--- src/rtcwg_pkg.sv ---
// Purpose: Shared constants and types of the RTC waveform unit
// Assumes: 100 MHz system clock, 32.768 kHz slow clock pin
// Notes:   Byte offsets of the APB register words
package rtcwg_pkg;

  localparam int          CLK_MHZ      = 100;
  localparam int          PULSE_US     = 15;
  localparam int          PULSE_CYC    = PULSE_US * CLK_MHZ;
  localparam int          CAL_PERIOD_S = 20;

  localparam logic [11:0] ADDR_MODE    = 12'h000;
  localparam logic [11:0] ADDR_STAT    = 12'h004;
  localparam logic [11:0] ADDR_MASK    = 12'h008;
  localparam logic [11:0] ADDR_TIME    = 12'h00C;

  // Mode register fields
  localparam int          NEG_BIT      = 1;
  localparam int          AMT_LSB      = 8;
  localparam int          COARSE_BIT   = 15;
  localparam int          SELA_LSB     = 16;
  localparam int          SELB_LSB     = 20;

  // Status bits
  localparam int          ST_ALARM     = 0;
  localparam int          ST_SEC       = 1;
  localparam int          ST_W         = 2;

  // Prescaler taps
  localparam int          TAP_1HZ      = 14;
  localparam int          TAP_32HZ     = 9;
  localparam int          TAP_64HZ     = 8;
  localparam int          TAP_512HZ    = 5;
  localparam int          COARSE_SHIFT = 2;

  typedef enum logic [2:0] {
    SEL_OFF    = 3'h0,
    SEL_1HZ    = 3'h1,
    SEL_32HZ   = 3'h2,
    SEL_64HZ   = 3'h3,
    SEL_512HZ  = 3'h4,
    SEL_TOGGLE = 3'h5,
    SEL_ALARM  = 3'h6,
    SEL_PULSE  = 3'h7
  } rtcwg_sel_t;

  typedef struct packed {
    logic [6:0] amount;
    logic       coarse;
    logic       negPpm;
  } rtcwg_corr_t;

  typedef struct packed {
    logic hz1;
    logic hz32;
    logic hz64;
    logic hz512;
    logic alarm;
    logic pulse;
  } rtcwg_src_t;

endpackage : rtcwg_pkg

--- src/rtcwg_top.sv ---
// Purpose: Waveform outputs and crystal calibration of the RTC
// Assumes: APB slave on clk_sys, slow clock arrives as a pin
// Notes:   Two selectable outputs, sticky status with mask
`timescale 1ns/1ps
module rtcwg_top (
  input  wire logic        clk_sys,
  input  wire logic        sys_rst,
  input  wire logic        psel,
  input  wire logic        penable,
  input  wire logic        pwrite,
  input  wire logic [11:0] paddr,
  input  wire logic [31:0] pwdata,
  output logic             pready,
  output logic [31:0]      prdata,
  output logic             pslverr,
  input  wire logic        slowClkPin,
  input  wire logic        backupPowerOk,
  input  wire logic        alarmEvent,
  output logic             waveOutA,
  output logic             waveOutB,
  output logic             waveLineSelA,
  output logic             waveLineSelB,
  output logic             irq
);

  // Pin synchronisers
  logic        slowS1_q;
  logic        slowS2_q;
  logic        slowS3_q;
  logic        bkpS1_q;
  logic        bkpS2_q;
  logic        slowTick;

  // Registers
  rtcwg_pkg::rtcwg_corr_t corr_q;
  logic [2:0]  sel_q [2];
  logic [rtcwg_pkg::ST_W-1:0] stat_q;
  logic [rtcwg_pkg::ST_W-1:0] mask_q;
  logic [31:0] rdata_q;
  logic        err_q;

  // Time base
  logic [14:0] presc_q;
  logic [5:0]  fixDiv_q;
  logic [8:0]  adjLeft_q;
  logic [4:0]  calSec_q;
  logic [31:0] secCount_q;
  logic [15:0] pulseCnt_q;
  logic [15:0] prescSum;
  logic [1:0]  prescStep;
  logic        secWrap;
  logic [8:0]  adjLoad;

  // Waveform state
  logic        tog_q  [2];
  logic        wave_q [2];
  rtcwg_pkg::rtcwg_src_t src;

  // Bus decode
  logic        wrEn;
  logic        setup;
  logic [rtcwg_pkg::ST_W-1:0] statSet;
  logic [rtcwg_pkg::ST_W-1:0] statClr;

  // Source multiplexer shared by both outputs
  // Every code is legal, so the case needs no default
  function automatic logic waveMux(
    input logic [2:0]            sel,
    input logic                  tog,
    input rtcwg_pkg::rtcwg_src_t s
  );
    logic r;
    r = 1'b0;
    unique case (rtcwg_pkg::rtcwg_sel_t'(sel))
      rtcwg_pkg::SEL_OFF:    r = 1'b0;
      rtcwg_pkg::SEL_1HZ:    r = s.hz1;
      rtcwg_pkg::SEL_32HZ:   r = s.hz32;
      rtcwg_pkg::SEL_64HZ:   r = s.hz64;
      rtcwg_pkg::SEL_512HZ:  r = s.hz512;
      rtcwg_pkg::SEL_TOGGLE: r = tog;
      rtcwg_pkg::SEL_ALARM:  r = s.alarm;
      rtcwg_pkg::SEL_PULSE:  r = s.pulse;
    endcase
    return r;
  endfunction : waveMux

  // Two-flop synchronisers, third flop for edge detect
  // Async pins settle in the first flop before any logic reads them
  always_ff @(posedge clk_sys) begin
    if (sys_rst) begin
      slowS1_q <= 1'b0;
      slowS2_q <= 1'b0;
      slowS3_q <= 1'b0;
      bkpS1_q  <= 1'b0;
      bkpS2_q  <= 1'b0;
    end else begin
      slowS1_q <= slowClkPin;
      slowS2_q <= slowS1_q;
      slowS3_q <= slowS2_q;
      bkpS1_q  <= backupPowerOk;
      bkpS2_q  <= bkpS1_q;
    end
  end

  // One pulse per slow clock rising edge
  assign slowTick = slowS2_q & ~slowS3_q;

  // Adjustment ticks per period, coarse range scales by four
  assign adjLoad = corr_q.coarse
                 ? 9'(corr_q.amount) << rtcwg_pkg::COARSE_SHIFT
                 : 9'(corr_q.amount);

  // Step of the corrected prescaler on a slow tick
  // Steps of two shorten the second, steps of zero stretch it
  always_comb begin
    prescStep = 2'h1;
    if (adjLeft_q != 9'h000) begin
      prescStep = corr_q.negPpm ? 2'h2 : 2'h0;
    end
  end

  assign prescSum = {1'b0, presc_q} + {14'h0000, prescStep};
  assign secWrap  = slowTick & prescSum[15];

  // Corrected prescaler, never stopped by register writes
  always_ff @(posedge clk_sys) begin
    if (sys_rst) begin
      presc_q <= 15'h0000;
    end else if (slowTick) begin
      presc_q <= prescSum[14:0];
    end
  end

  // Uncorrected divider keeps 512 Hz free of trimming
  // Kept apart so a trim never shows on the fastest output
  always_ff @(posedge clk_sys) begin
    if (sys_rst) begin
      fixDiv_q <= 6'h00;
    end else if (slowTick) begin
      fixDiv_q <= fixDiv_q + 6'h01;
    end
  end

  // Calibration period and pending adjustment count
  always_ff @(posedge clk_sys) begin
    if (sys_rst) begin
      calSec_q  <= 5'h00;
      adjLeft_q <= 9'h000;
    end else begin
      if (secWrap) begin
        if (calSec_q == 5'(rtcwg_pkg::CAL_PERIOD_S - 1)) begin
          calSec_q  <= 5'h00;
          adjLeft_q <= adjLoad;
        end else begin
          calSec_q <= calSec_q + 5'h01;
        end
      end else if (slowTick && adjLeft_q != 9'h000) begin
        adjLeft_q <= adjLeft_q - 9'h001;
      end
    end
  end

  // Seconds counter read back by software
  always_ff @(posedge clk_sys) begin
    if (sys_rst) begin
      secCount_q <= 32'h0000_0000;
    end else if (secWrap) begin
      secCount_q <= secCount_q + 32'h0000_0001;
    end
  end

  // 15 us pulse started at each second boundary
  // Length is counted in system clock cycles, not slow ticks
  always_ff @(posedge clk_sys) begin
    if (sys_rst) begin
      pulseCnt_q <= 16'h0000;
    end else if (secWrap) begin
      pulseCnt_q <= 16'(rtcwg_pkg::PULSE_CYC);
    end else if (pulseCnt_q != 16'h0000) begin
      pulseCnt_q <= pulseCnt_q - 16'h0001;
    end
  end

  // Waveform sources: taps of the slow clock chain, the second pulse and the alarm status bit
  always_comb begin
    src.hz1   = presc_q[rtcwg_pkg::TAP_1HZ];
    src.hz32  = presc_q[rtcwg_pkg::TAP_32HZ];
    src.hz64  = presc_q[rtcwg_pkg::TAP_64HZ];
    src.hz512 = fixDiv_q[rtcwg_pkg::TAP_512HZ];
    src.alarm = stat_q[rtcwg_pkg::ST_ALARM];
    src.pulse = pulseCnt_q != 16'h0000;
  end

  // Per-output toggle and output flop
  // Toggle only counts alarms while its selector is chosen
  for (genvar i = 0; i < 2; i++) begin : g_out
    always_ff @(posedge clk_sys) begin
      if (sys_rst) begin
        tog_q[i] <= 1'b0;
      end else if (alarmEvent &&
                   sel_q[i] == rtcwg_pkg::SEL_TOGGLE) begin
        tog_q[i] <= ~tog_q[i];
      end
    end

    always_ff @(posedge clk_sys) begin
      if (sys_rst) begin
        wave_q[i] <= 1'b0;
      end else begin
        wave_q[i] <= waveMux(sel_q[i], tog_q[i], src);
      end
    end
  end

  // No low-power input gates the outputs
  assign waveOutA     = wave_q[0];
  assign waveOutB     = wave_q[1];
  assign waveLineSelA = sel_q[0] != 3'h0;
  assign waveLineSelB = sel_q[1] != 3'h0;

  // APB phases
  // Zero wait states: ready follows the access phase directly
  assign setup   = psel & ~penable;
  assign wrEn    = psel & penable & pwrite;
  assign pready  = psel & penable;
  assign prdata  = rdata_q;
  assign pslverr = psel & penable & err_q;

  // Mode register: selectors and correction
  // Loss of backup power wipes the trim; selectors keep their value
  always_ff @(posedge clk_sys) begin
    if (sys_rst) begin
      sel_q[0] <= 3'h0;
      sel_q[1] <= 3'h0;
      corr_q   <= '0;
    end else begin
      if (wrEn && paddr == rtcwg_pkg::ADDR_MODE) begin
        sel_q[0]      <= pwdata[rtcwg_pkg::SELA_LSB +: 3];
        sel_q[1]      <= pwdata[rtcwg_pkg::SELB_LSB +: 3];
        corr_q.amount <= pwdata[rtcwg_pkg::AMT_LSB +: 7];
        corr_q.coarse <= pwdata[rtcwg_pkg::COARSE_BIT];
        corr_q.negPpm <= pwdata[rtcwg_pkg::NEG_BIT];
      end
      if (!bkpS2_q) begin
        corr_q <= '0;
      end
    end
  end

  // Status events and write-one-to-clear
  always_comb begin
    statSet = '0;
    statSet[rtcwg_pkg::ST_ALARM] = alarmEvent;
    statSet[rtcwg_pkg::ST_SEC]   = secWrap;
    statClr = '0;
    if (wrEn && paddr == rtcwg_pkg::ADDR_STAT) begin
      statClr = pwdata[rtcwg_pkg::ST_W-1:0];
    end
  end

  // Set wins over a clear in the same cycle
  // An event in the clearing cycle stays set, so no alarm is lost
  always_ff @(posedge clk_sys) begin
    if (sys_rst) begin
      stat_q <= '0;
    end else begin
      stat_q <= (stat_q & ~statClr) | statSet;
    end
  end

  // Interrupt mask
  // Same layout as the status word
  always_ff @(posedge clk_sys) begin
    if (sys_rst) begin
      mask_q <= '0;
    end else if (wrEn && paddr == rtcwg_pkg::ADDR_MASK) begin
      mask_q <= pwdata[rtcwg_pkg::ST_W-1:0];
    end
  end

  // Level interrupt
  // Registered, so it trails the status bit by one cycle
  always_ff @(posedge clk_sys) begin
    if (sys_rst) begin
      irq <= 1'b0;
    end else begin
      irq <= |(stat_q & mask_q);
    end
  end

  // Read data and error captured in the setup cycle
  // Early capture lets the access phase answer with no wait state
  always_ff @(posedge clk_sys) begin
    if (sys_rst) begin
      rdata_q <= 32'h0000_0000;
      err_q   <= 1'b0;
    end else if (setup) begin
      rdata_q <= 32'h0000_0000;
      err_q   <= 1'b0;
      unique case (paddr)
        rtcwg_pkg::ADDR_MODE: begin
          rdata_q[rtcwg_pkg::SELA_LSB +: 3]  <= sel_q[0];
          rdata_q[rtcwg_pkg::SELB_LSB +: 3]  <= sel_q[1];
          rdata_q[rtcwg_pkg::AMT_LSB +: 7]   <= corr_q.amount;
          rdata_q[rtcwg_pkg::COARSE_BIT]     <= corr_q.coarse;
          rdata_q[rtcwg_pkg::NEG_BIT]        <= corr_q.negPpm;
        end
        rtcwg_pkg::ADDR_STAT: begin
          rdata_q[rtcwg_pkg::ST_W-1:0] <= stat_q;
        end
        rtcwg_pkg::ADDR_MASK: begin
          rdata_q[rtcwg_pkg::ST_W-1:0] <= mask_q;
        end
        rtcwg_pkg::ADDR_TIME: begin
          rdata_q <= secCount_q;
        end
        default: begin
          err_q <= 1'b1;
        end
      endcase
    end
  end

endmodule : rtcwg_top

--- config.mk ---
export PLATFORM = sky130hd
export DESIGN_NAME = rtcwg_top
export DESIGN_NICKNAME = d
export VERILOG_FILES = /design/src/rtcwg_pkg.sv /design/src/rtcwg_top.sv
export SDC_FILE = /design/constraint.sdc
export NUM_CORES = 1
export LEC_CHECK = 0
export BUFFER_PORTS_ARGS = -buffer_cell sky130_fd_sc_hd__buf_4
export CELL_PAD_IN_SITES_DETAIL_PLACEMENT = 2
export CELL_PAD_IN_SITES_GLOBAL_PLACEMENT = 2
export CORE_MARGIN = 5
export CORE_UTILIZATION = 39
export CTS_BUF_LIST = sky130_fd_sc_hd__clkbuf_8
export CTS_CLUSTER_DIAMETER = 50
export CTS_CLUSTER_SIZE = 16
export DETAILED_ROUTE_END_ITERATION = 12
export GPL_TIMING_DRIVEN = 1
export PLACE_DENSITY_LB_ADDON = 0.1
export SETUP_SLACK_MARGIN = 0.2
export SLEW_MARGIN = 20
export SYNTH_ARGS = -nofsm -noshare
export SYNTH_HDL_FRONTEND = slang
export SYNTH_SLANG_ARGS = --single-unit
--- constraint.sdc ---
create_clock -name clk_sys -period 4.9 [get_ports clk_sys]
set_clock_uncertainty 0.15 [all_clocks]
set_input_delay 0.49 -clock clk_sys [delete_from_list [all_inputs] [get_ports clk_sys]]
set_output_delay 0.49 -clock clk_sys [all_outputs]
set_load 0.1 [all_outputs]
=== Word level (Yosys, flattened, before mapping) ===
Memories as Yosys holds them, arrays and structs flattened.
Cells that the tools add are included.

* Register bits after elaboration: 135
* Bits in latches: 0
* Bits in writable memories: 10
* Memory bits (read-only): 0
* Bits of input ports: 52
* Logic and storage cells: 129
* Memories: 3

{| class="wikitable"
|+ Memories
! memory !! depth !! width !! rd ports !! clocked after memory_dff !! write ports !! line !! RTL
|-
| sel_q || 2 || 3 || 2 || 0 || 2 || rtcwg_top.sv:36 || <nowiki>logic [2:0] sel_q [2];</nowiki>
|-
| tog_q || 2 || 1 || 2 || 0 || 2 || rtcwg_top.sv:55 || <nowiki>logic tog_q [2];</nowiki>
|-
| wave_q || 2 || 1 || 2 || 0 || 2 || rtcwg_top.sv:56 || <nowiki>logic wave_q [2];</nowiki>
|}

* Add/sub/neg operators: 6
* $mul: 0
* Divide/modulo/power cells: 0
* Magnitude comparators: 0
* Equal/unequal tests: 19
* Shift operators: 0
* Mux-type cells: 40
* Bitwise operators: 21
* Reduce and logical (&&, ||, !) cells: 20

{| class="wikitable"
|+ Operators by type and width
! cell !! number
|-
| $mux 9 || 5
|-
| $add 32x1->32 const B || 1
|-
| $eq 12x4->1 const B || 2
|-
| $eq 3x3->1 const B || 8
|-
| $mux 11 || 2
|-
| $pmux 11 s2 || 1
|-
| $mux 1 || 20
|-
| $add 15x2->16 || 1
|-
| $pmux 1 s8 || 2
|-
| $reduce_bool 16->1 || 1
|-
| $sub 16x1->16 const B || 1
|-
| $eq 12x3->1 const B || 1
|-
| $eq 3x2->1 const B || 4
|-
| $logic_not 12->1 || 1
|-
| $reduce_bool 9->1 || 1
|-
| $sub 9x1->9 const B || 1
|-
| $add 6x1->6 const B || 1
|-
| $and 1x1->1 || 6
|-
| $eq 3x1->1 const B || 2
|-
| $logic_and 1x1->1 || 6
|-
| $logic_not 3->1 || 2
|-
| $mux 2 || 3
|-
| $mux 3 || 2
|-
| $mux 6 || 1
|-
| 17 further kinds || 31
|}

=== Longest topological paths before layout ===
* Depth after elaboration: 7
* Gate-level depth with buffers: 14

=== Worst setup path after synthesis ===
No wires, ideal clock.

* Path type: reg2reg
* Start: register adjLeft_q[0]
* End: register secCount_q[13]
* Library setup time: 0.132 ns
* Arrival time: 2.605 ns
* Data required time: 4.618 ns
* Path slack: 2.013 ns
* Stages on the path, launching flop included: 15
* Buffers on the path: 2
* Cells stage by stage: dfxtp_1 -> inv_1 -> ha_1 -> nor4b_1 -> nand2_1 -> nand2_1 -> inv_1 -> ha_1 -> a21o_1 -> nand3_1 -> or3_4 -> buf_6 -> clkbuf_1 -> o21ai_0 -> a21oi_1

* Word-level cells in the longest chain between the ends: 4

{| class="wikitable"
|+ Ends and longest elaborated chain
! what !! line !! RTL
|-
| from (decl) || rtcwg_top.sv:45 || <nowiki>logic [8:0] adjLeft_q;</nowiki>
|-
| from (signal assigned) || rtcwg_top.sv:153 || <nowiki>adjLeft_q <= adjLoad;</nowiki>
|-
| from (signal assigned) || rtcwg_top.sv:158 || <nowiki>adjLeft_q <= adjLeft_q - 9'h001;</nowiki>
|-
| $reduce_bool 9->1 || rtcwg_top.sv:117 || <nowiki>if (adjLeft_q != 9'h000) begin</nowiki>
|-
| $mux 2 || rtcwg_top.sv:117 ||
|-
| $add 15x2->16 || rtcwg_top.sv:122 || <nowiki>assign prescSum = {1'b0, presc_q} + {14'h0000, prescStep};</nowiki>
|-
| $and 1x1->1 || rtcwg_top.sv:123 || <nowiki>assign secWrap = slowTick & prescSum[15];</nowiki>
|-
| to (signal assigned) || rtcwg_top.sv:168 || <nowiki>secCount_q <= secCount_q + 32'h0000_0001;</nowiki>
|-
| to (decl) || rtcwg_top.sv:47 || <nowiki>logic [31:0] secCount_q;</nowiki>
|}

Every way passes these cells.
A chain may end at the register's enable or synchronous reset.

=== Worst setup path in the final report ===
* Start: register adjLeft_q[1]
* End: register secCount_q[15]

The elaborated chain is that of the path after synthesis.

==> results.md <==
Clock tree:
- Hold repair after CTS inserted 0 buffers.
- Post-CTS repair changed the size of 0 cells.
- The number of H-tree levels is 4.
- At the later pin of the worst-skew pair, clock insertion delay measures around 0.45 ns.
- After clock tree synthesis, the setup repair step added 0 buffers.
- CTS saw 145 sinks.
- TritonCTS built the clock tree.
- After clock tree synthesis, the clock-pin slew on the worst setup and hold paths is ~0.080 ns.
- In this run the deepest clock path goes through 2 buffers.
- The library cell used as clock root buffer is clkbuf_8.
- The CTS buffer count is 17.

Global route:
- The total overflow left after global routing is 0.
- For this run, the total global-route usage over all layers was measured as 21.7%.
- The number of global-route vias before repair came to ~6700.
- The initial antenna violation count is 0.
- The first global-routing pass estimated around 35 mm of wire.
- The maximum number of pins on one net before global-route repair is 94.

STA:
- The setup-violating endpoint count in the final report is 0.
- The max-slew violation total from the final report is 0.
- Summed over all failing endpoints, the final setup total negative slack is 0 ns.
- The number of endpoints with negative hold slack in the final report is 0.
- The headroom to the max-slew limit is between 20 and 30%.
- The clock period minus final worst setup slack is around 3.8 ns.
- The final critical-path share of the clock period is around 78%.
- The slack of the critical path is 1.08 ns.
- Derived from the worst setup path, the maximum achievable clock frequency is 0.262 GHz.
- For the pin with the worst max-slew slack, the measured transition is about 1.1 ns.
- Setup repair after global routing left no endpoint under its margin.

Synth:
- The Yosys warning count is 0.
- The distinct cell type count after synthesis is 64.
- The share of async-settable or async-resettable flops after synthesis is 0%.
- The portion of the post-synthesis area used by sequential elements is 44.4%.
- Counting flops with a built-in enable in the synthesized netlist gives 8.
- The cell area after technology mapping is ~6700 sq um.
- The post-synthesis instance total is 776.
- The post-synthesis net count is 838.
- Each instance of the synthesized netlist takes up on average roughly 8.7 sq um.
- Counting flops and latches in the post-synthesis netlist gives approximately 150.
- For this run, the leading register cell type out of synthesis is dfxtp_1.

Route:
- The number of remaining DRC errors is 0.
- The first detailed-routing pass ran for 4 iterations.
- The wire length reported by the detailed router is 21.6 mm.
- For this block, the via count after detailed routing is 6152.
- In the routed layout, each cell is associated on average with a via count of about 5.8.
- The post-route antenna net violation count is 0.
- The number of DRC markers in iteration 0 is ~220.
- The routed wirelength normalized by instance count is approximately 20 um.

Floorplanning:
- The initialized floorplan defines 48 standard-cell rows.
- The die is between 100 and 150 um tall.
- The initial cell density of the core is 39.3%.
- The I/O pin count is just over 90.
- The die is 141 um wide.
- The total area inside the core boundary comes to roughly 17000 sq um.
- The floorplan step defined a die boundary enclosing roughly 20000 sq um.

Placement:
- The weighted congestion reported at the end of routability-driven placement is 0.860.
- The sum of net half-perimeters after detailed placement is ~15 mm.
- The quantity of I/O buffers inserted on ports is 74.
- Prior to clock tree synthesis, the placed netlist has a worst setup slack of approximately 1.1 ns.

Cells and area:
- The commonest non-fill, non-tap cell in the layout is dfxtp_1.
- The number of nets in the layout is between 800 and 900.
- The number of diodes is 0.
- The top cell types in the final layout, fill and taps aside, are dfxtp_1, nor2_1, buf_4, a21oi_1, nand2_1.
- Measured on the finished design, the core utilization comes to between 40% and 50%.
- The post-synthesis to final-layout area growth is 18.0%.
- The share of cells above drive strength 1 is 15.4%.
- The fill cell total of the finished layout is about 1900.

Pwr:
- Summed over all cells, the static leakage comes to between 0.002 and 0.003 uW.
- The overall power of the completed layout is around 3200 uW.
- Power spread over the standard cell area amounts to 406 nW/um^2.
- VDD sags by at most about 0.22 mV.

Setup path:
- Data on the critical path is required at its endpoint by 5.10 ns.
- At the worst endpoint, the arrival time is roughly 4.0 ns.
- The setup path with the least slack is of type flip-flop to flip-flop.
- The worst setup path is captured at a flip-flop.
- The startpoint class of the critical path is a flip-flop.
- The maximum fanout encountered on the critical timing path is 6.

Hold path:
- The path type of the worst min-delay path is input port to flip-flop.

Outcome:
- The flow ran to the end, and the final reports show no timing, DRC or antenna violations.

Flow run:
- Max-cap violations in this run came to 0.
metrics by stage:
step	hold slack [ns]	cell area [sq um]	instances
4_1_cts	0.0680	7910	1067
2_1_floorplan	0.264	6720	776
3_3_place_gp	0.266	7420	1036
5_1_grt	0.0969	7930	1067
6_report	0.0988	7930	1067
3_5_place_dp	0.280	7420	1036
cell usage after synthesis, types with 14 or more instances:
| library cell | n | share of area (%) |
|---|---|---|
| dfxtp_1 | 137 | 41 |
| nor2_1 | 82 | 4.6 |
| a21oi_1 | 65 | 4.8 |
| nand2_1 | 53 | 3.0 |
| nand3_1 | 44 | 3.3 |
| clkbuf_1 | 39 | 2.2 |
| nand4_1 | 28 | 2.6 |
| o21ai_0 | 26 | 1.9 |
| or3_1 | 26 | 2.4 |
| nor3_1 | 25 | 1.9 |
| xnor2_1 | 22 | 2.9 |
| mux2i_1 | 18 | 2.7 |
| a221oi_1 | 15 | 2.0 |
| and3_1 | 15 | 1.4 |
| nor4_1 | 15 | 1.4 |
| xor2_1 | 15 | 2.0 |
| inv_1 | 14 | 0.78 |
final cells by class:
cell class / count / area, sq um / area share [%]
tap: 225 / 282 / 3.55
timing repair buffer: 80 / 601 / 7.58
sequential: 145 / 2980 / 37.6
multi-input combinational: 572 / 3520 / 44.4
clock buffer: 18 / 248 / 3.13
inverter: 14 / 52.6 / 0.663
clock inverter: 13 / 243 / 3.06
metal layers:
layer / wire (um) / up-vias / GRT usage [%]
met3: 897 / 18 / 4.42
met1: 9440 / 3112 / 27.0
met2: 10900 / 113 / 38.0
met4: 357 / 0 / 6.27
li1: - / 2909 / -
met5: 0 / - / 0
path summary, 6_finish.rpt:
kind	from	end	slack (ns)	cells past startpoint
max	adjLeft_q[1]	secCount_q[15]	1.08	12
min	backupPowerOk	bkpS1_q	0.1	2
max reg2reg	adjLeft_q[1]	secCount_q[15]	1.08	12
min reg2reg	bkpS1_q	bkpS2_q	0.29	1
cells by family after synthesis:
logic type / count (synthesis) / synth area share [%]
DFF: 145 / 44.4
adders and majority gates: 10 / 1.97
muxes: 24 / 3.85
buffers and inverters: 59 / 3.46
xor gates and xnor gates: 37 / 4.82
AOI/OAI and AO/OA: 148 / 13.6
and+or+nand+nor: 353 / 27.9
critical path: stages (launching register included):
cell      delay, ns
dfxtp_1        0.32
inv_1          0.12
ha_1           0.20
nor4b_1        0.44
nand2_1        0.17
nand2_1        0.16
inv_1          0.06
ha_1           0.28
a21o_1         0.16
nand4_1        0.36
nor4_1         0.84
a21boi_0       0.21
o21ba_2        0.24
state kept, by name (all words and copies together), names as in the netlist, 6 cells and up:
name / count
prdata: 32
secCount_q: 32
pulseCnt_q: 16
presc_q: 15
adjLeft_q: 9
corr_q: 9
fixDiv_q: 6
sel_q: 6
report_power, final:
group	total, uW	switching, uW	internal, uW
clock network	1180	469	714
logic	681	425	256
registers	1360	87.6	1270
Power figures use the tool's default switching activity.
